File: src/common/omc_pkg.sv
package omc_pkg;

    // ****************************************************************
    // Register offsets (byte addresses, one aligned word each)
    // ****************************************************************
    localparam int unsigned ADDR_W = 8;
    localparam logic [7:0] OFS_CTRL0 = 8'h00;
    localparam logic [7:0] OFS_FLAGS = 8'h04;
    localparam logic [7:0] OFS_EFER = 8'h08;
    localparam logic [7:0] OFS_PBASE_LO = 8'h0c;
    localparam logic [7:0] OFS_PBASE_HI = 8'h10;
    localparam logic [7:0] OFS_CODESEG = 8'h14;
    localparam logic [7:0] OFS_STATUS = 8'h18;
    localparam logic [7:0] OFS_TASKPRI = 8'h1c;
    localparam logic [7:0] OFS_EVENT = 8'h20;
    localparam logic [7:0] OFS_FLAGS_STAGE = 8'h24;

    // ****************************************************************
    // Field positions
    // ****************************************************************
    localparam int unsigned CTRL0_PE_BIT = 0;
    localparam int unsigned CTRL0_PG_BIT = 31;
    localparam int unsigned FLAGS_VM_BIT = 17;
    localparam int unsigned EFER_LME_BIT = 8;
    localparam int unsigned EFER_LMA_BIT = 10;
    localparam int unsigned CODESEG_LONG_BIT = 0;
    localparam int unsigned EVENT_TASKSW_BIT = 0;
    localparam int unsigned EVENT_RESUME_BIT = 1;
    localparam int unsigned STATUS_SMM_BIT = 3;
    localparam int unsigned STATUS_LMA_BIT = 4;
    localparam int unsigned STATUS_PEND_BIT = 5;

    // ****************************************************************
    // Reset values and widths
    // ****************************************************************
    localparam logic [31:0] CTRL0_RST = 32'h0000_0000;
    localparam logic [31:0] FLAGS_RST = 32'h0000_0002;
    localparam logic [63:0] PBASE_RST = 64'h0000_0000_0000_0000;
    localparam logic [3:0] TASKPRI_RST = 4'h0;
    localparam int unsigned TASKPRI_W = 4;
    localparam int unsigned PHYS_W = 52;
    localparam logic [31:0] UNMAPPED_DATA = 32'h0000_0000;

    // ****************************************************************
    // Types
    // ****************************************************************
    typedef enum logic [2:0] {
        MODE_REAL, MODE_PROT, MODE_VIRT, MODE_LONG64, MODE_COMPAT, MODE_SMM
    } omc_mode_t;

    typedef enum logic [1:0] {WALK_FLAT, WALK_TWO, WALK_FOUR} omc_walk_t;

    typedef struct packed {
        omc_walk_t walk;
        logic [63:0] root;
        logic [9:0] idx3;
        logic [9:0] idx2;
        logic [9:0] idx1;
        logic [9:0] idx0;
        logic [11:0] offset;
        logic [63:0] phys;
    } omc_xlate_t;

    typedef struct packed {
        logic desc_tables_64;
        logic ctrl_regs_64;
        logic flags_64;
        logic task_pri_visible;
        logic debug_regs_64;
        logic bp_match_64;
        logic linear_64;
        logic phys_wide;
    } omc_width_t;

    typedef struct packed {
        logic [31:0] cr0;
        logic [31:0] flags;
        logic long_mode_enable_bit;
        logic cs_long;
        logic [63:0] pbase;
        logic long_mode_active_bit;
        omc_mode_t mode;
    } omc_ctx_t;

endpackage

File: src/verilog/omc_core.sv
// Operation
// (RULE1) Any reset puts the block in real-address mode.
// (RULE2) Protection-enable flag selects real-address versus protected operation.
// (RULE3) In protected operation, virtual-mode flag selects legacy virtual mode.
// (RULE4) Task switch or handler return normally moves between these modes.
// (RULE5) Long-mode-active bit 10 of the feature register reports long mode.
// (RULE6) In long mode, code-segment long bit picks 64-bit or compatibility.
// (RULE7) Long mode entered from protected only with paging and enable bit 8.
// (RULE8) A management interrupt from any other mode enters management mode.
// (RULE9) The resume instruction returns to exactly the interrupted mode.
// (RULE10) Management entry saves context; resume restores it; separate space.
// (RULE11) Platform logic requests management mode on the dedicated pin.
// (RULE12) Without paging, linear address passes unchanged as physical.
// (RULE13) Legacy paging splits address into directory, table and page offset.
// (RULE14) Directory base comes from the page-base control register.
// (RULE15) Both long sub-modes walk four levels of tables.
// (RULE16) In long mode, the top-level map base comes from page base.
// (RULE17) Long mode widens table, task and control registers; exposes TASK_PRIORITY_REGISTER.
// (RULE18) Long mode widens the system flags register to 64 bits.
// (RULE19) Debug registers 64-bit in 64 sub-mode; breakpoint match both.
// (RULE20) 64-bit sub-mode gives 64-bit linear and wide physical addresses.
// (RULE21) Virtual-mode flag bit 17 set enables virtual mode; clear leaves.
// (RULE22) In long mode, attempts to set the virtual-mode flag are ignored.
// (RULE23) Mode is one encoded value; management mode overrides all others.
//
// Local design decisions: the register offsets and the Avalon-MM register port.
module omc_core (
    // Clock and reset
    input logic SYS_CLK,
    input logic NRST,
    // Avalon-MM register slave
    input logic [omc_pkg::ADDR_W-1:0] AVS_ADDRESS,
    input logic AVS_READ,
    input logic AVS_WRITE,
    input logic [31:0] AVS_WRITEDATA,
    input logic [3:0] AVS_BYTEENABLE,
    output logic [31:0] AVS_READDATA,
    output logic AVS_WAITREQUEST,
    // Platform management request
    input logic MANAGEMENT_INTERRUPT_PIN_N,
    // Linear address to translate
    input logic LIN_VALID,
    input logic [63:0] LIN_ADDR,
    // Translation result
    output logic XLATE_VALID,
    output omc_pkg::omc_xlate_t XLATE,
    // Mode indication
    output omc_pkg::omc_mode_t MODE,
    output logic SMM_ACTIVE,
    output logic LONG_MODE_ACTIVE,
    output omc_pkg::omc_width_t WIDTHS,
    output logic [omc_pkg::TASKPRI_W-1:0] TASK_PRIORITY
);
    import omc_pkg::*;

    // ****************************************************************
    // Declarations
    // ****************************************************************
    logic [31:0] cr0_r;
    logic [31:0] flags_r;
    logic [31:0] stage_r;
    logic lme_r;
    logic [63:0] pbase_r;
    logic cs_long_r;
    logic [TASKPRI_W-1:0] tpr_r;
    logic lma_r;
    logic lma_nxt;
    logic smm_r;
    logic smi_prev_r;
    logic smi_pend_r;
    omc_ctx_t ctx_r;
    omc_mode_t mode_r;
    omc_mode_t mode_nxt;
    omc_width_t widths_r;
    omc_xlate_t xl_r;
    omc_xlate_t xl_nxt;
    logic xl_valid_r;
    logic ack_r;
    logic [31:0] rdata_r;
    logic [31:0] rd_nxt;
    logic bus_req;
    logic wr_fire;
    logic [7:0] sel;
    logic smi_req;
    logic smi_any;
    logic enter;
    logic do_resume;
    logic do_tasksw;
    logic pe;
    logic pg;
    logic vm;
    logic [31:0] wmerge;
    logic [63:0] lin_eff;

    function automatic logic [31:0] merge(input logic [31:0] old,
                                          input logic [31:0] data,
                                          input logic [3:0] be);
        logic [31:0] res;
        res = old;
        for (int i = 0; i < 4; i++) begin
            if (be[i]) begin
                res[8*i +: 8] = data[8*i +: 8];
            end
        end
        return res;
    endfunction

    assign pe = cr0_r[CTRL0_PE_BIT];
    assign pg = cr0_r[CTRL0_PG_BIT];
    assign vm = flags_r[FLAGS_VM_BIT];

    // ****************************************************************
    // Bus slave: one wait state, writes commit when waitrequest is low
    // ****************************************************************
    assign bus_req = AVS_READ | AVS_WRITE;
    assign AVS_WAITREQUEST = bus_req & ~ack_r;
    assign wr_fire = AVS_WRITE & ack_r;
    assign sel = {AVS_ADDRESS[7:2], 2'b00};
    assign AVS_READDATA = rdata_r;
    assign do_resume = wr_fire && sel == OFS_EVENT
                       && AVS_BYTEENABLE[0]
                       && AVS_WRITEDATA[EVENT_RESUME_BIT] && smm_r;
    assign do_tasksw = wr_fire && sel == OFS_EVENT
                       && AVS_BYTEENABLE[0]
                       && AVS_WRITEDATA[EVENT_TASKSW_BIT];

    always_comb begin
        rd_nxt = UNMAPPED_DATA;
        case (sel)
            OFS_CTRL0: rd_nxt = cr0_r;
            OFS_FLAGS: rd_nxt = flags_r;
            OFS_FLAGS_STAGE: rd_nxt = stage_r;
            OFS_EFER: begin
                rd_nxt[EFER_LME_BIT] = lme_r;
                rd_nxt[EFER_LMA_BIT] = lma_r; // see (RULE5)
            end
            OFS_PBASE_LO: rd_nxt = pbase_r[31:0];
            OFS_PBASE_HI: rd_nxt = pbase_r[63:32];
            OFS_CODESEG: rd_nxt[CODESEG_LONG_BIT] = cs_long_r;
            OFS_STATUS: begin
                rd_nxt[2:0] = mode_r;
                rd_nxt[STATUS_SMM_BIT] = smm_r;
                rd_nxt[STATUS_LMA_BIT] = lma_r;
                rd_nxt[STATUS_PEND_BIT] = smi_pend_r;
            end
            OFS_TASKPRI: begin
                if (lma_r) begin
                    rd_nxt[TASKPRI_W-1:0] = tpr_r; // see (RULE17)
                end
            end
            default: rd_nxt = UNMAPPED_DATA;
        endcase
    end

    always_ff @(posedge SYS_CLK) begin
        if (!NRST) begin
            ack_r <= 1'b0;
            rdata_r <= 32'h0000_0000;
        end else begin
            ack_r <= bus_req & ~ack_r;
            if (AVS_READ && !ack_r) begin
                rdata_r <= rd_nxt;
            end
        end
    end

    // ****************************************************************
    // Architectural registers, all but the staged flag image and the task priority restored on resume
    // ****************************************************************
    always_comb begin
        wmerge = merge(flags_r, AVS_WRITEDATA, AVS_BYTEENABLE);
        // Long mode may turn on at the same edge as this write, so the
        // virtual flag is also held off while activation is under way.
        if (lma_r || lma_nxt) begin
            wmerge[FLAGS_VM_BIT] = 1'b0; // see (RULE22)
        end
    end

    always_ff @(posedge SYS_CLK) begin
        if (!NRST) begin
            cr0_r <= CTRL0_RST;
            flags_r <= FLAGS_RST;
            stage_r <= FLAGS_RST;
            lme_r <= 1'b0;
            pbase_r <= PBASE_RST;
            cs_long_r <= 1'b0;
        end else if (do_resume) begin
            cr0_r <= ctx_r.cr0; // see (RULE10)
            flags_r <= ctx_r.flags;
            lme_r <= ctx_r.long_mode_enable_bit;
            pbase_r <= ctx_r.pbase;
            cs_long_r <= ctx_r.cs_long;
        end else if (do_tasksw) begin
            // Unless long mode is active or turning on, a task switch or handler return loads the virtual-mode bit from the staged flag image.
            if (!lma_r && !lma_nxt) begin
                flags_r[FLAGS_VM_BIT] <= stage_r[FLAGS_VM_BIT]; // see (RULE4)
            end
        end else if (wr_fire) begin
            case (sel)
                OFS_CTRL0: cr0_r <= merge(cr0_r, AVS_WRITEDATA,
                                          AVS_BYTEENABLE);
                OFS_FLAGS: flags_r <= wmerge; // see (RULE21)
                OFS_FLAGS_STAGE: stage_r <= merge(stage_r, AVS_WRITEDATA,
                                                  AVS_BYTEENABLE);
                OFS_EFER: begin
                    if (AVS_BYTEENABLE[1]) begin
                        lme_r <= AVS_WRITEDATA[EFER_LME_BIT];
                    end
                end
                OFS_PBASE_LO: pbase_r[31:0] <= merge(pbase_r[31:0],
                    AVS_WRITEDATA, AVS_BYTEENABLE);
                OFS_PBASE_HI: pbase_r[63:32] <= merge(pbase_r[63:32],
                    AVS_WRITEDATA, AVS_BYTEENABLE);
                OFS_CODESEG: begin
                    if (AVS_BYTEENABLE[0]) begin
                        cs_long_r <= AVS_WRITEDATA[CODESEG_LONG_BIT];
                    end
                end
                default: ;
            endcase
        end
    end

    // The priority register is only reachable while long mode is active.
    always_ff @(posedge SYS_CLK) begin
        if (!NRST) begin
            tpr_r <= TASKPRI_RST;
        end else if (wr_fire && sel == OFS_TASKPRI && lma_r
                     && AVS_BYTEENABLE[0]) begin
            tpr_r <= AVS_WRITEDATA[TASKPRI_W-1:0]; // see (RULE17)
        end
    end
    assign TASK_PRIORITY = tpr_r;

    // ****************************************************************
    // Long mode activation
    // ****************************************************************
    // Entry is only from plain protected mode, never from virtual mode.
    assign lma_nxt = pe & pg & lme_r & (lma_r | ~vm); // see (RULE7)

    always_ff @(posedge SYS_CLK) begin
        if (!NRST) begin
            lma_r <= 1'b0;
        end else if (do_resume) begin
            lma_r <= ctx_r.long_mode_active_bit;
        end else begin
            lma_r <= lma_nxt;
        end
    end
    assign LONG_MODE_ACTIVE = lma_r; // see (RULE5)

    // ****************************************************************
    // Management mode entry and exit
    // ****************************************************************
    // A request seen while already in management mode is held and taken
    // right after resume; several such requests merge into one entry.
    assign smi_req = smi_prev_r & ~MANAGEMENT_INTERRUPT_PIN_N;
    assign smi_any = smi_pend_r | smi_req;
    assign enter = smi_any & ~smm_r; // see (RULE8)

    always_ff @(posedge SYS_CLK) begin
        if (!NRST) begin
            smi_prev_r <= 1'b1;
            smi_pend_r <= 1'b0;
            smm_r <= 1'b0;
        end else begin
            smi_prev_r <= MANAGEMENT_INTERRUPT_PIN_N;
            smi_pend_r <= smi_any & ~enter;
            if (enter) begin
                smm_r <= 1'b1;
            end else if (do_resume) begin
                smm_r <= 1'b0; // see (RULE9)
            end
        end
    end
    assign SMM_ACTIVE = smm_r;

    always_ff @(posedge SYS_CLK) begin
        if (!NRST) begin
            ctx_r <= '0;
        end else if (enter) begin
            ctx_r.cr0 <= cr0_r; // see (RULE10)
            ctx_r.flags <= flags_r;
            ctx_r.long_mode_enable_bit <= lme_r;
            ctx_r.cs_long <= cs_long_r;
            ctx_r.pbase <= pbase_r;
            ctx_r.long_mode_active_bit <= lma_r;
            ctx_r.mode <= mode_nxt;
        end
    end

    // ****************************************************************
    // Mode encoding and register widths
    // ****************************************************************
    always_comb begin
        if (smm_r) begin
            mode_nxt = MODE_SMM; // see (RULE23)
        end else if (!pe) begin
            mode_nxt = MODE_REAL; // see (RULE2)
        end else if (lma_r) begin
            mode_nxt = cs_long_r ? MODE_LONG64 : MODE_COMPAT; // see (RULE6)
        end else if (vm) begin
            mode_nxt = MODE_VIRT; // see (RULE3)
        end else begin
            mode_nxt = MODE_PROT;
        end
    end

    always_ff @(posedge SYS_CLK) begin
        if (!NRST) begin
            mode_r <= MODE_REAL; // see (RULE1)
            widths_r <= '0;
        end else begin
            mode_r <= mode_nxt;
            widths_r.desc_tables_64 <= mode_nxt == MODE_LONG64
                                       || mode_nxt == MODE_COMPAT;
            widths_r.ctrl_regs_64 <= mode_nxt == MODE_LONG64
                                     || mode_nxt == MODE_COMPAT;
            widths_r.flags_64 <= mode_nxt == MODE_LONG64
                                 || mode_nxt == MODE_COMPAT; // see (RULE18)
            widths_r.task_pri_visible <= mode_nxt == MODE_LONG64
                                         || mode_nxt == MODE_COMPAT;
            widths_r.debug_regs_64 <= mode_nxt == MODE_LONG64; // see (RULE19)
            widths_r.bp_match_64 <= mode_nxt == MODE_LONG64
                                    || mode_nxt == MODE_COMPAT;
            widths_r.linear_64 <= mode_nxt == MODE_LONG64; // see (RULE20)
            widths_r.phys_wide <= mode_nxt == MODE_LONG64;
        end
    end
    assign MODE = mode_r;
    assign WIDTHS = widths_r; // see (RULE17)

    // ****************************************************************
    // Address translation selection
    // ****************************************************************
    // Only the 64-bit sub-mode sees the full linear address; all other
    // modes see the low 32 bits, so stray high bits cannot leak through.
    assign lin_eff = (pe && pg && lma_r && cs_long_r && !smm_r) ? LIN_ADDR
                     : {32'h0000_0000, LIN_ADDR[31:0]}; // see (RULE20)

    always_comb begin
        xl_nxt = '0;
        xl_nxt.offset = lin_eff[11:0];
        if (smm_r || !pe || !pg) begin
            xl_nxt.walk = WALK_FLAT;
            xl_nxt.phys = lin_eff; // see (RULE12)
        end else if (lma_r) begin
            xl_nxt.walk = WALK_FOUR; // see (RULE15)
            xl_nxt.root = {pbase_r[63:12], 12'h000}; // see (RULE16)
            xl_nxt.idx3 = {1'b0, lin_eff[47:39]};
            xl_nxt.idx2 = {1'b0, lin_eff[38:30]};
            xl_nxt.idx1 = {1'b0, lin_eff[29:21]};
            xl_nxt.idx0 = {1'b0, lin_eff[20:12]};
        end else begin
            xl_nxt.walk = WALK_TWO; // see (RULE13)
            xl_nxt.root = {pbase_r[63:12], 12'h000}; // see (RULE14)
            xl_nxt.idx1 = lin_eff[31:22];
            xl_nxt.idx0 = lin_eff[21:12];
        end
    end

    always_ff @(posedge SYS_CLK) begin
        if (!NRST) begin
            xl_valid_r <= 1'b0;
            xl_r <= '0;
        end else begin
            xl_valid_r <= LIN_VALID;
            if (LIN_VALID) begin
                xl_r <= xl_nxt;
            end
        end
    end
    assign XLATE_VALID = xl_valid_r;
    assign XLATE = xl_r;

    // ****************************************************************
    // Assertions
    // ****************************************************************
    reset_real_a: assert property (@(posedge SYS_CLK) // see (RULE1)
        !$past(NRST) |-> MODE == MODE_REAL)
        else $error("Mode is not real after reset.");

    pe_select_a: assert property (@(posedge SYS_CLK) // see (RULE2)
        disable iff (!NRST)
        !smm_r && !pe |=> MODE == MODE_REAL)
        else $error("Clear protection flag did not give real mode.");

    virt_select_a: assert property (@(posedge SYS_CLK) // see (RULE3)
        disable iff (!NRST)
        !smm_r && pe && !lma_r && vm |=> MODE == MODE_VIRT)
        else $error("Virtual flag did not give legacy virtual mode.");

    long_entry_a: assert property (@(posedge SYS_CLK) // see (RULE7)
        disable iff (!NRST)
        $rose(lma_r) && !$past(do_resume) |->
            $past(pe && pg && lme_r && !vm))
        else $error("Long mode became active without its conditions.");

    sub_mode_a: assert property (@(posedge SYS_CLK) // see (RULE6)
        disable iff (!NRST)
        !smm_r && pe && lma_r |=>
            MODE == ($past(cs_long_r) ? MODE_LONG64 : MODE_COMPAT))
        else $error("Long sub-mode does not follow the code segment.");

    lma_report_a: assert property (@(posedge SYS_CLK) // see (RULE5)
        disable iff (!NRST)
        AVS_READ && !ack_r && sel == OFS_EFER |=>
            AVS_READDATA[EFER_LMA_BIT] == $past(lma_r))
        else $error("Feature register read does not show long state.");

    smm_enter_a: assert property (@(posedge SYS_CLK) // see (RULE8)
        disable iff (!NRST)
        enter |=> smm_r ##1 MODE == MODE_SMM)
        else $error("Management request did not enter management mode.");

    resume_mode_a: assert property (@(posedge SYS_CLK) // see (RULE9)
        disable iff (!NRST)
        do_resume |=> !smm_r ##1 MODE == $past(ctx_r.mode, 2))
        else $error("Resume did not return to the interrupted mode.");

    ctx_restore_a: assert property (@(posedge SYS_CLK) // see (RULE10)
        disable iff (!NRST)
        do_resume |=> cr0_r == $past(ctx_r.cr0)
            && pbase_r == $past(ctx_r.pbase))
        else $error("Context was not restored on resume.");

    flat_pass_a: assert property (@(posedge SYS_CLK) // see (RULE12)
        disable iff (!NRST)
        LIN_VALID && !smm_r && !pe |=> XLATE_VALID
            && XLATE.walk == WALK_FLAT
            && XLATE.phys == {32'h0000_0000, $past(LIN_ADDR[31:0])})
        else $error("Flat translation altered the address.");

    four_level_a: assert property (@(posedge SYS_CLK) // see (RULE15)
        disable iff (!NRST)
        LIN_VALID && !smm_r && pe && pg && lma_r && cs_long_r |=>
            XLATE.walk == WALK_FOUR
            && XLATE.idx3 == {1'b0, $past(LIN_ADDR[47:39])})
        else $error("Long mode did not select a four-level walk.");

    vm_blocked_a: assert property (@(posedge SYS_CLK) // see (RULE22)
        disable iff (!NRST)
        lma_r && !do_resume |=> !vm)
        else $error("Virtual flag set while long mode is active.");

    debug_width_a: assert property (@(posedge SYS_CLK) // see (RULE19)
        disable iff (!NRST)
        WIDTHS.debug_regs_64 == (MODE == MODE_LONG64)
            && WIDTHS.bp_match_64 == (MODE == MODE_LONG64
                                      || MODE == MODE_COMPAT))
        else $error("Debug widths disagree with the mode.");

endmodule

File: config.mk
export PLATFORM = sky130hd
export DESIGN_NAME = omc_core
export DESIGN_NICKNAME = d
export VERILOG_FILES = /design/src/common/omc_pkg.sv /design/src/verilog/omc_core.sv
export SDC_FILE = /design/constraint.sdc
export NUM_CORES = 1
export LEC_CHECK = 0
export BUFFER_PORTS_ARGS = -buffer_cell sky130_fd_sc_hd__buf_2
export CELL_PAD_IN_SITES_DETAIL_PLACEMENT = 1
export CELL_PAD_IN_SITES_GLOBAL_PLACEMENT = 2
export CORE_MARGIN = 5
export CORE_UTILIZATION = 37
export DETAILED_ROUTE_END_ITERATION = 16
export PLACE_DENSITY_LB_ADDON = 0.1
export SLEW_MARGIN = 20
export SYNTH_ARGS = -nofsm -noshare
export SYNTH_HDL_FRONTEND = slang
export SYNTH_SLANG_ARGS = --single-unit
File: constraint.sdc
create_clock -name SYS_CLK -period 5.7 [get_ports SYS_CLK]
set_input_delay 0.57 -clock SYS_CLK [delete_from_list [all_inputs] [get_ports SYS_CLK]]
set_output_delay 0.57 -clock SYS_CLK [all_outputs]
set_load 0.02 [all_outputs]
# After elaboration in Yosys (flattened, before gate mapping)
# Index checks and enable logic that the tools add are counted.
# op_classes
muxes	55
n_reduce_logical	63
eq_ne	13
bitwise	18
# op_table
op	count
two-way mux 64 bit	5
two-way mux 32 bit	9
case mux 21 bit (5 select lines)	1
two-way mux 104 bit	1
AND reduction 4 bit	19
two-way mux 66 bit	1
two-way mux 8 bit	4
equality test 6 x 3 -> 1 bit, second input constant	4
nonzero test 2 bit	12
case mux 3 bit (7 select lines)	1
two-way mux 20 bit	1
AND reduction 5 bit	4
two-way mux 19 bit	1
two-way mux 17 bit	1
two-way mux 1 bit	16
logical AND 1 bit	14
two-way mux 14 bit	1
equality test 6 x 2 -> 1 bit, second input constant	2
equality test 6 x 4 -> 1 bit, second input constant	2
two-way mux 3 bit	4
case mux 1 bit (6 select lines)	2
case mux 2 bit (6 select lines)	1
case mux 2 bit (5 select lines)	1
bitwise AND 1 bit	8
16 further kinds	34
# word_totals
out_inout_bits	233
ff_bits	522

# Longest topological paths before layout
# Gate-level depths: netlist of the first run.
# logic_depth
ltp_word	9
ltp_mapped	9
depth_no_buf	5

# Least setup slack after synthesis of the first run
# No wires, ideal clock.
# synth_timing
path_type	in2reg
start	input AVS_ADDRESS[7] (netlist bit)
end	register cr0_r[24]
t_required_ns	5.584
arrival_time_ns	2.196
setup_ns	0.116
path_stages	7
setup_slack_ns	3.388
cell_sequence	or4b_1 > buf_2 > o31ai_2 > buf_4 > a21oi_2 > buf_2 > o211a_1
# synth_between
elab_chain_cells	7
# synth_lines
element	line	text
start, declared	omc_core.sv:32	input logic [omc_pkg::ADDR_W-1:0] AVS_ADDRESS,
equality test 6 x 4 -> 1 bit	omc_core.sv:120, omc_core.sv:123	
logical AND 1 bit	omc_core.sv:120, omc_core.sv:123	
logical AND 1 bit	omc_core.sv:121, omc_core.sv:124	
logical AND 1 bit (2 in a row)	omc_core.sv:122	&& AVS_WRITEDATA[EVENT_RESUME_BIT] && smm_r;
inequality test 2 bit (no line) / nonzero test 2 bit (equally long branches)	--	
AND reduction 4 bit (no line)	--	
end signal, assigned	omc_core.sv:188	cr0_r <= ctx_r.cr0;
end signal, assigned	omc_core.sv:200	OFS_CTRL0: cr0_r <= merge(cr0_r, AVS_WRITEDATA,
end, declared	omc_core.sv:59	logic [31:0] cr0_r;
# Parallel ways exist; a longest one is shown, timed or not.
# A chain may end at the register's enable or synchronous reset.

# Worst setup path after layout of the first run
# layout_timing
start	register ack_r
end	register pbase_r[58]
# layout_between
elab_chain_cells	7
# layout_lines
element	line	text
start, declared	omc_core.sv:78	logic ack_r;
start signal, assigned	omc_core.sv:160	ack_r <= bus_req & ~ack_r;
bitwise AND 1 bit *	omc_core.sv:117	assign wr_fire = AVS_WRITE & ack_r;
logical AND 1 bit	omc_core.sv:120, omc_core.sv:123	
logical AND 1 bit	omc_core.sv:121, omc_core.sv:124	
logical AND 1 bit (2 in a row)	omc_core.sv:122	
inequality test 2 bit (no line) / nonzero test 2 bit (equally long branches)	--	
AND reduction 4 bit (no line)	--	
end signal, assigned	omc_core.sv:191	pbase_r <= ctx_r.pbase;
end signal, assigned	omc_core.sv:212	OFS_PBASE_HI: pbase_r[63:32] <= merge(pbase_r[63:32],
end, declared	omc_core.sv:63	logic [63:0] pbase_r;
# Every way passes the cells marked *; elsewhere a longest branch is shown, timed or not.

==> run_results.csv, run 1 <==
group,metric,value,unit
run_status,status,"completed",
clock_network,postCtsSetupBuffers,0,
cells_and_area,seqCellArea,0.0102,mm^2
clock_network,insertion_delay,610,ps
logic_synthesis,synth_adder_area_share,0,%
setup_path,cp-start-kind,"register",
global_route,grt_usage,22.5,%
routing,viasPerCell,5.53,
routing,drt-total-wl,70300,um
clock_network,cts_made_buffers,57,
cells_and_area,syn_to_final_growth,19.7,%
setup_path,worstReg2RegStart,"ack_r$_SDFF_PN0_",
placed_design,numPortBuffers,314,
timing,layout_setup_ws,2670,ps
timing,setup_tns,0,ps
timing,finClkSkew,25.5,ps
timing,final.min_clock_period,3030,ps
logic_synthesis,synth_area,0.0203,mm^2
setup_path,cp_max_fo,71,
cells_and_area,fillers,6198,
logic_synthesis,synth.distinct_cells,49,
global_route,grt_pass1_vias,18200,
timing,rsz0062_at_grt,"no",
setup_path,end_kind,"register",
power_and_ir_drop,p_total,7.98,mW
placed_design,place_congestion,0.778,
timing,slew_headroom,29.2,%
clock_network,post_cts_resized,0,
routing,vias,17500,
worst_hold_path,min_from,"MANAGEMENT_INTERRUPT_PIN_N",
placed_design,preCtsSetupSlack,2420,ps
cells_and_area,multi_input_area,0.00916,mm^2
routing,drt-pass1-iter-count,6,
power_and_ir_drop,cellPowerDensity,328,mW/mm^2
logic_synthesis,synth_seq_area_share,50.1,%
clock_network,cts.clk_slew.worst_paths,60,ps
cells_and_area,final_layout_size_suffix_gt1_share,20.0,%
power_and_ir_drop,p_leak,10.7,nW
timing,fmax,330,MHz
logic_synthesis,yosys_register_bits,508,
global_route,grt.overflow.total,0,
routing,antenna_left,0,
routing,first_iter_violations,1036,
floorplan,core_area,0.0541,mm^2
setup_path,critPathSlowestCell,"nand3_1",
clock_network,cts_hold_buf,0,
logic_synthesis,synthArstFlopShare,0,%
clock_network,cts_root_buf,"clkbuf_16",
global_route,antenna_found_initial,4,
floorplan,fp-row-count,85,
setup_path,critPathBufInv,1,
clock_network,h-tree-depth,2,
clock_network,cts_tree,"built",
global_route,grt_max_degree,132,
setup_path,required,6250,ps
floorplan,top_level_ports,347,
logic_synthesis,synthXorXnorAreaFrac,0,%
timing,setup_viol,0,
timing,hold_ws,167,ps
routing,drc,0,
logic_synthesis,postSynthCellCount,2216,
logic_synthesis,synth_top_family_by_area,"compound AO/OA/AOI/OAI gates",
placed_design,hpwl,45400,um
timing,tightest_slew,1060,ps
logic_synthesis,dominantRegCellSynth,"dfxtp_1",
logic_synthesis,yosysWarnings,0,
routing,routedWlPerCell,22.2,um
timing,drv_slew,0,
floorplan,die-area,0.0597,mm^2
setup_path,cp_top_family,"simple AND/OR/NAND/NOR gates",
logic_synthesis,synth_edf_count,0,
setup_path,path_class,"register to register",
power_and_ir_drop,irDropWorstVdd,0.000215,V
floorplan,start_util,37.5,%
clock_network,cts_num_sinks,508,
run,maxCapViolCount,0,
clock_network,clock_path_buffers,3,
logic_synthesis,yosys-mux-area-fraction,3.47,%
logic_synthesis,synth_compound_area_share,26.3,%
cells_and_area,fin_nets,2542,
floorplan,fp.dieH,244,um
setup_path,cp_cell_sequence,"nand3_1 > nor4_4 > buf_4 > a21oi_1 > nand2_1 > o211a_1",
logic_synthesis,synth-simple-area-share,14.8,%
global_route,grt_pass1_wl,108000,um
timing,period_share,53.1,%
setup_path,slowest_delay,780,ps
logic_synthesis,syn_avg_cell_area,9.16,um^2
setup_path,critPathLaunch,"ack_r$_SDFF_PN0_",
worst_hold_path,hold_path_class,"input port to register",
floorplan,fp.dieW,244,um
setup_path,critPathArrivalTime,3580,ps
timing,final_hold_viol_count,0,
metrics by stage:
step,util (%),instances,area (um^2)
4_1_cts,44.8,3164,24300
5_1_grt,44.9,3167,24300
3_5_place_dp,41.2,3064,22300
6_report,44.9,3169,24300
2_1_floorplan,-,2229,20300
3_3_place_gp,41.1,3063,22300
worst reg2reg max path, stage by stage (launching register included):
cell     delay (ps)
dfxtp_1         440
nand3_1         780
nor4_4          520
buf_4           760
a21oi_1         210
nand2_1         130
o211a_1         160
sequential cells by signal (all words and copies together) (netlist names):
| name | count |
|---|---|
| TASK_PRIORITY | 4 |
| pbase_r | 64 |
| cs_long_r | 1 |
| smi_pend_r | 1 |
| ctx_r | 131 |
| LONG_MODE_ACTIVE | 1 |
| XLATE | 168 |
| stage_r | 32 |
| smi_prev_r | 1 |
| MODE | 3 |
| ack_r | 1 |
| SMM_ACTIVE | 1 |
| WIDTHS | 2 |
| XLATE_VALID | 1 |
| cr0_r | 32 |
| flags_r | 32 |
| lme_r | 1 |
| AVS_READDATA | 32 |
placed cells by master, fill, tap and decap left out, types with 3 or more instances in the layout:
cell,instances
buf_4,35
a32o_1,3
nor2_1,9
o21ai_0,76
clkinv_2,3
a21oi_1,146
mux2i_1,40
and3_1,5
buf_12,5
inv_1,40
nor2b_1,33
o22ai_1,34
and2_1,78
a22o_1,95
o211a_1,96
buf_2,313
nand2b_1,24
clkbuf_16,57
o41a_1,23
conb_1,14
clkbuf_8,17
bufinv_16,8
a31oi_1,30
nor2_4,3
dfxtp_1,508
mux2_2,23
a21boi_0,158
a22oi_1,12
nand3_1,44
a221oi_1,3
nand2_1,445
clkbuf_1,12
diode_2,4
a222oi_1,29
a21oi_2,11
power breakdown:
part / switching, mW / internal [mW] / leakage (nW)
combinational: 0.347 / 0.140 / 5.57
sequential: 0.0242 / 3.59 / 4.11
clock: 1.48 / 2.41 / 0.973
synthesized netlist by cell type (all sizes together), types with 30 or more instances:
library cell,n,area (um^2)
o21ai,76,380
mux2i,40,400
a31oi,30,188
nor2b,35,219
clkbuf,154,578
dfxtp,508,10200
o22ai,34,213
inv,40,150
a22o,95,832
a21oi,157,823
o211a,96,961
and2,80,500
nand3,44,220
nand2,445,1670
a21boi,159,1190
buf,61,359
cells by family after synthesis:
group | count (synthesis)
muxes | 65
other | 1
buffers and inverters | 255
DFF | 508
AOI/OAI and AO/OA | 723
and+or+nand+nor | 664
area by class of cell:
type | instances | share of cell area, %
Clock buffer | 86 | 7.02
Clock inverter | 14 | 1.15
Antenna cell | 4 | 0.0412
Inverter | 40 | 0.618
Timing Repair Buffer | 355 | 8.05
Multi-Input combinational cell | 1466 | 37.7
Sequential cell | 508 | 41.8
Tap cell | 696 | 3.58
per-layer routing:
layer | vias up | part of all wire, % | global-route usage, %
met5 | - | 0.010 | 0
met4 | 2 | 3.4 | 7.75
met3 | 124 | 5.0 | 3.75
met2 | 420 | 49 | 39.3
met1 | 8738 | 43 | 28.2
li1 | 8225 | - | -
path summary, 6_finish.rpt:
check,cells after the start,to,slack [ps]
max,6,pbase_r[58]$_SDFFE_PN0P_,2670
min,3,smi_prev_r$_SDFF_PN1_,170
max reg2reg,6,pbase_r[58]$_SDFFE_PN0P_,2670
min reg2reg,1,XLATE[180]$_SDFFE_PN0P_,450
No activity file was read; power rests on OpenSTA's default activity.
==> run 2: changes to the inputs <==
Settings changed: CORE_UTILIZATION 37 to 31.
Clock period 5.7 ns to 2.5 ns, I/O delays scaled along.
==> run 2 against run 1 <==
Combinational power grew to 2.6 times the previous value. Clock skew shrank 11 ps. Clock power grew 120%. Die area grew 19%. Sequential power grew 130%. Worst setup slack lost 2500 ps. Highest routed layer is now met4. Critical path depth is the same. Non-clock buffer count grew 119. Design area grew 5.7%. Sequential cell count is the same. Largest cell class unchanged. Largest power group unchanged. Worst hold slack lost 110 ps.
==> run_results.csv, run 2 (synthesis gave the netlist of run 1 again) <==
group,metric,value,unit
run_status,status,"completed",
timing,slew_headroom,36.3,%
setup_path,critPathArrivalTime,2800,ps
run,maxCapViolCount,0,
clock_network,post_cts_resized,0,
placed_design,place_congestion,0.756,
clock_network,cts.clk_slew.worst_paths,70,ps
timing,finClkSkew,14.7,ps
worst_hold_path,hold_path_depth,3,
timing,setup_tns,0,ps
floorplan,fp.dieW,266,um
clock_network,cts_made_buffers,58,
global_route,grt_max_degree,187,
setup_path,r2r_slack,180,ps
cells_and_area,stdcell_count,3452,
clock_network,h-tree-depth,2,
floorplan,fp-row-count,93,
setup_path,cp-start-kind,"register",
placed_design,hpwl,49700,um
timing,fmax,432,MHz
timing,layout_setup_ws,185,ps
power_and_ir_drop,irDropWorstVdd,0.000428,V
placed_design,preCtsSetupSlack,-21.2,ps
global_route,grt_pass1_wl,113000,um
floorplan,top_level_ports,347,
cells_and_area,fin_nets,2662,
timing,setup_viol,0,
routing,drc,0,
global_route,grt.overflow.total,0,
timing,drv_slew,0,
setup_path,r2r-end,"cr0_r[13]$_SDFFE_PN0P_",
global_route,grt_usage,20.0,%
timing,tightest_slew,955,ps
global_route,antenna_found_initial,5,
setup_path,crit_end,"cr0_r[13]$_SDFFE_PN0P_",
floorplan,die-area,0.0707,mm^2
floorplan,core_area,0.0647,mm^2
routing,drt-pass1-iter-count,5,
power_and_ir_drop,p_leak,11.2,nW
worst_hold_path,hold_path_class,"input port to register",
setup_path,worstReg2RegStart,"ack_r$_SDFF_PN0_",
routing,first_iter_violations,1014,
setup_path,end_kind,"register",
placed_design,dp.cells,3265,
timing,rsz0062_at_grt,"no",
cells_and_area,layout_commonest_cell,"dfxtp_1",
global_route,grt_pass1_vias,18500,
timing,final.min_clock_period,2320,ps
timing,final_hold_viol_count,0,
clock_network,insertion_delay,600,ps
cells_and_area,syn_to_final_growth,26.5,%
clock_network,postCtsSetupBuffers,0,
routing,viasPerCell,5.13,
placed_design,numPortBuffers,314,
clock_network,cts_hold_buf,78,
clock_network,cts_num_sinks,508,
routing,drt-total-wl,74200,um
clock_network,cts_root_buf,"clkbuf_16",
routing,antenna_left,0,
cells_and_area,final_layout_size_suffix_gt1_share,20.9,%
routing,routedWlPerCell,21.5,um
cells_and_area,largest_reg_flops,168,
floorplan,start_util,31.4,%
setup_path,cp_max_fo,16,
setup_path,reg2reg_depth,6,
routing,vias,17700,
power_and_ir_drop,cellPowerDensity,706,mW/mm^2
clock_network,cts_tree,"built",
floorplan,fp.dieH,266,um
clock_network,clock_path_buffers,3,
setup_path,critPathLaunch,"ack_r$_SDFF_PN0_",
setup_path,path_class,"register to register",
cells_and_area,utilization,39.7,%
timing,period_share,92.6,%
setup_path,required,2990,ps
cells_and_area,layout_common_cells,"dfxtp_1, nand2_1, buf_2",
## run 2: worst min path at each step
stage | startpoint | endpoint | slack [ps]
2_1_floorplan | MANAGEMENT_INTERRUPT_PIN_N | smi_prev_r$_SDFF_PN1_ | 350
4_1_cts | AVS_WRITEDATA[8] | stage_r[8]$_SDFFE_PN0P_ | 0.2
6_report | AVS_WRITEDATA[8] | stage_r[8]$_SDFFE_PN0P_ | 50
5_1_grt | AVS_WRITEDATA[8] | stage_r[8]$_SDFFE_PN0P_ | 50
3_5_place_dp | XLATE[39]$_SDFFE_PN0P_ | XLATE[39]$_SDFFE_PN0P_ | 440
3_3_place_gp | XLATE[90]$_SDFFE_PN0P_ | XLATE[90]$_SDFFE_PN0P_ | 430
## run 2: cell type report
| cell class | instances | area [um^2] |
|---|---|---|
| antenna | 3 | 7.51 |
| clock buffer | 81 | 1670 |
| clock inverter | 25 | 262 |
| fill | 7486 | 39000 |
| inverter | 40 | 150 |
| multi-input combinational | 1466 | 9150 |
| sequential | 508 | 10200 |
| tap | 855 | 1070 |
| timing repair buffer | 474 | 3200 |
## run 2: per-stage QoR
stage,power (mW),area (um^2),hold WS (ps)
3_3_place_gp,9.57,23000,433
5_1_grt,18.9,25700,45.1
3_5_place_dp,9.59,23000,439
6_report,18.1,25700,52.0
4_1_cts,18.5,25700,0.216
2_1_floorplan,9.06,20300,346
## run 2: routing by layer
metal  up-vias  wire length, um  global-route usage [%]
met5         -                0                       0
met4         0             2090                    5.96
met3       112             3000                    2.83
met2       338            36300                    35.0
met1      8796            32700                    25.8
li1       8471                -                       -
## run 2: critical path, stage by stage, from the launching register on
cell and delay [ps]:
dfxtp_1 520, and3_1 240, nand4_1 130, buf_4 260, a21oi_2 720, nand2_1 140, o211a_1 180
## run 2: where the power goes
part | switching, mW | internal [mW]
sequential | 0.0479 | 8.18
combinational | 0.830 | 0.440
clock | 3.48 | 5.15
==> run 3: changes to the inputs <==
Settings changed: CORE_ASPECT_RATIO set to 0.9.
==> run 3 against run 2 <==
Via count up 0.29%. Combinational power about the same. Design area up 0.57%. Die area about the same. Global-route usage up 0.13 points. Count of clock-buffer cells in the layout down 2. Total power about the same. Worst hold slack worse by 11 ps. Clock skew up 10 ps. Largest cell class unchanged.
==> run_results.csv, run 3 (synthesis gave the netlist of run 1 again) <==
group,metric,value,unit
run_status,status,"completed",
global_route,grt_max_degree,166,
clock_network,cts.clk_slew.worst_paths,60,ps
clock_network,insertion_delay,620,ps
setup_path,end_kind,"register",
global_route,use_met3,3.48,%
cells_and_area,largest_reg_flops,168,
routing,routedWlPerCell,21.6,um
cells_and_area,stdcell_count,3462,
cells_and_area,layout_commonest_cell,"dfxtp_1",
setup_path,reg2reg_depth,6,
global_route,grt-busiest-layer,"met2",
routing,first_iter_violations,884,
placed_design,placed_area,0.0231,mm^2
timing,finClkSkew,24.9,ps
timing,period_share,86.6,%
placed_design,hpwl,51100,um
worst_hold_path,hold_path_class,"input port to register",
clock_network,h-tree-depth,2,
timing,final.min_clock_period,2170,ps
routing,drc,0,
setup_path,cp_max_fo,12,
setup_path,path_class,"register to register",
clock_network,cts_num_sinks,508,
floorplan,fp-row-count,89,
routing,antenna_left,0,
timing,slew_headroom,44.3,%
cells_and_area,syn_to_final_growth,27.2,%
power_and_ir_drop,irDropWorstVdd,0.000499,V
timing,tightest_slew,836,ps
floorplan,top_level_ports,347,
power_and_ir_drop,cellPowerDensity,702,mW/mm^2
global_route,grt_usage,20.1,%
clock_network,cts_root_buf,"clkbuf_16",
power_and_ir_drop,p_leak,11.2,nW
worst_hold_path,hold_path_depth,4,
global_route,grt_pass1_wl,113000,um
timing,setup_tns,0,ps
setup_path,critPathArrivalTime,2670,ps
routing,viasPerCell,5.13,
timing,setup_viol,0,
clock_network,post_cts_resized,0,
timing,final_hold_viol_count,0,
clock_network,cts_tree,"built",
global_route,met2_usage,34.2,%
cells_and_area,final_layout_size_suffix_gt1_share,20.8,%
setup_path,cp-start-kind,"register",
timing,rsz0062_at_grt,"no",
cells_and_area,post-route-cell-area,0.0258,mm^2
routing,drt-pass1-iter-count,7,
floorplan,start_util,31.1,%
placed_design,numPortBuffers,314,
timing,fmax,462,MHz
routing,vias,17800,
clock_network,clock_path_buffers,3,
clock_network,cts_made_buffers,57,
cells_and_area,fin_nets,2669,
cells_and_area,layout_common_cells,"dfxtp_1, nand2_1, buf_2",
floorplan,die-area,0.0707,mm^2
global_route,grt_use_met1,26.9,%
floorplan,core_area,0.0653,mm^2
global_route,grt_pass1_vias,18300,
global_route,antenna_found_initial,5,
placed_design,place_congestion,0.761,
global_route,grt.overflow.total,0,
setup_path,required,3010,ps
placed_design,dp.cells,3278,
routing,drt-total-wl,74700,um
run,maxCapViolCount,0,
clock_network,postCtsSetupBuffers,0,
floorplan,fp.dieW,280,um
timing,drv_slew,0,
floorplan,fp.dieH,253,um
run 3: timing repair:
item / CTS / global route
endpoints found under the hold margin: 112 / 0
hold buffers: 82 / 0
endpoints found under the setup margin: 0 / 0
run 3: per-layer routing:
layer | wire length [um] | share of wire (%) | vias to the layer above
met5 | 7 | 0.0094 | -
met4 | 1590 | 2.1 | 2
met3 | 3310 | 4.4 | 92
met2 | 35800 | 48 | 324
met1 | 34000 | 45 | 8873
li1 | - | - | 8478
run 3: path summary, 6_finish.rpt:
| kind | from | endpoint | slack (ps) |
|---|---|---|---|
| max | SMM_ACTIVE$_SDFFE_PN0P_ | flags_r[30]$_SDFFE_PN0P_ | 330 |
| min | AVS_READ | ack_r$_SDFF_PN0_ | 40 |
| max reg2reg | SMM_ACTIVE$_SDFFE_PN0P_ | flags_r[30]$_SDFFE_PN0P_ | 330 |
| min reg2reg | XLATE[87]$_SDFFE_PN0P_ | XLATE[87]$_SDFFE_PN0P_ | 450 |
run 3: power breakdown:
group | leakage (nW) | switching, mW | internal, mW | total (mW)
registers | 4.11 | 0.0474 | 8.18 | 8.23
logic | 6.21 | 0.840 | 0.447 | 1.29
clock network | 0.928 | 3.51 | 5.11 | 8.62
total | 11.2 | 4.40 | 13.7 | 18.1
run 3: stage by stage:
step / setup WS, ps / utilization (%) / power, mW / hold WS [ps]
finish: 334 / 39.6 / 18.1 / 40.9
global route: 95.7 / 39.6 / 18.8 / 59.6
CTS: 308 / 39.6 / 18.4 / 7.69
detailed placement: 103 / 35.4 / 9.60 / 438
global placement: 129 / 35.4 / 9.58 / 433
floorplan: 448 / - / 9.06 / 346
run 3: layout make-up:
type	instances	area (um^2)
Sequential cell	508	10200
Multi-Input combinational cell	1466	9140
Antenna cell	2	5.00
Tap cell	864	1080
Inverter	40	150
Timing Repair Buffer	482	3350
Clock buffer	79	1650
Fill cell	7536	39400
Clock inverter	21	278
run 3: worst max-delay path, stage by stage (launching register included):
cell     delay, ps
dfxtp_1        390
nand2_1        350
buf_4          340
o41a_1         560
a21oi_1        200
nand2_1         80
o211a_1        130
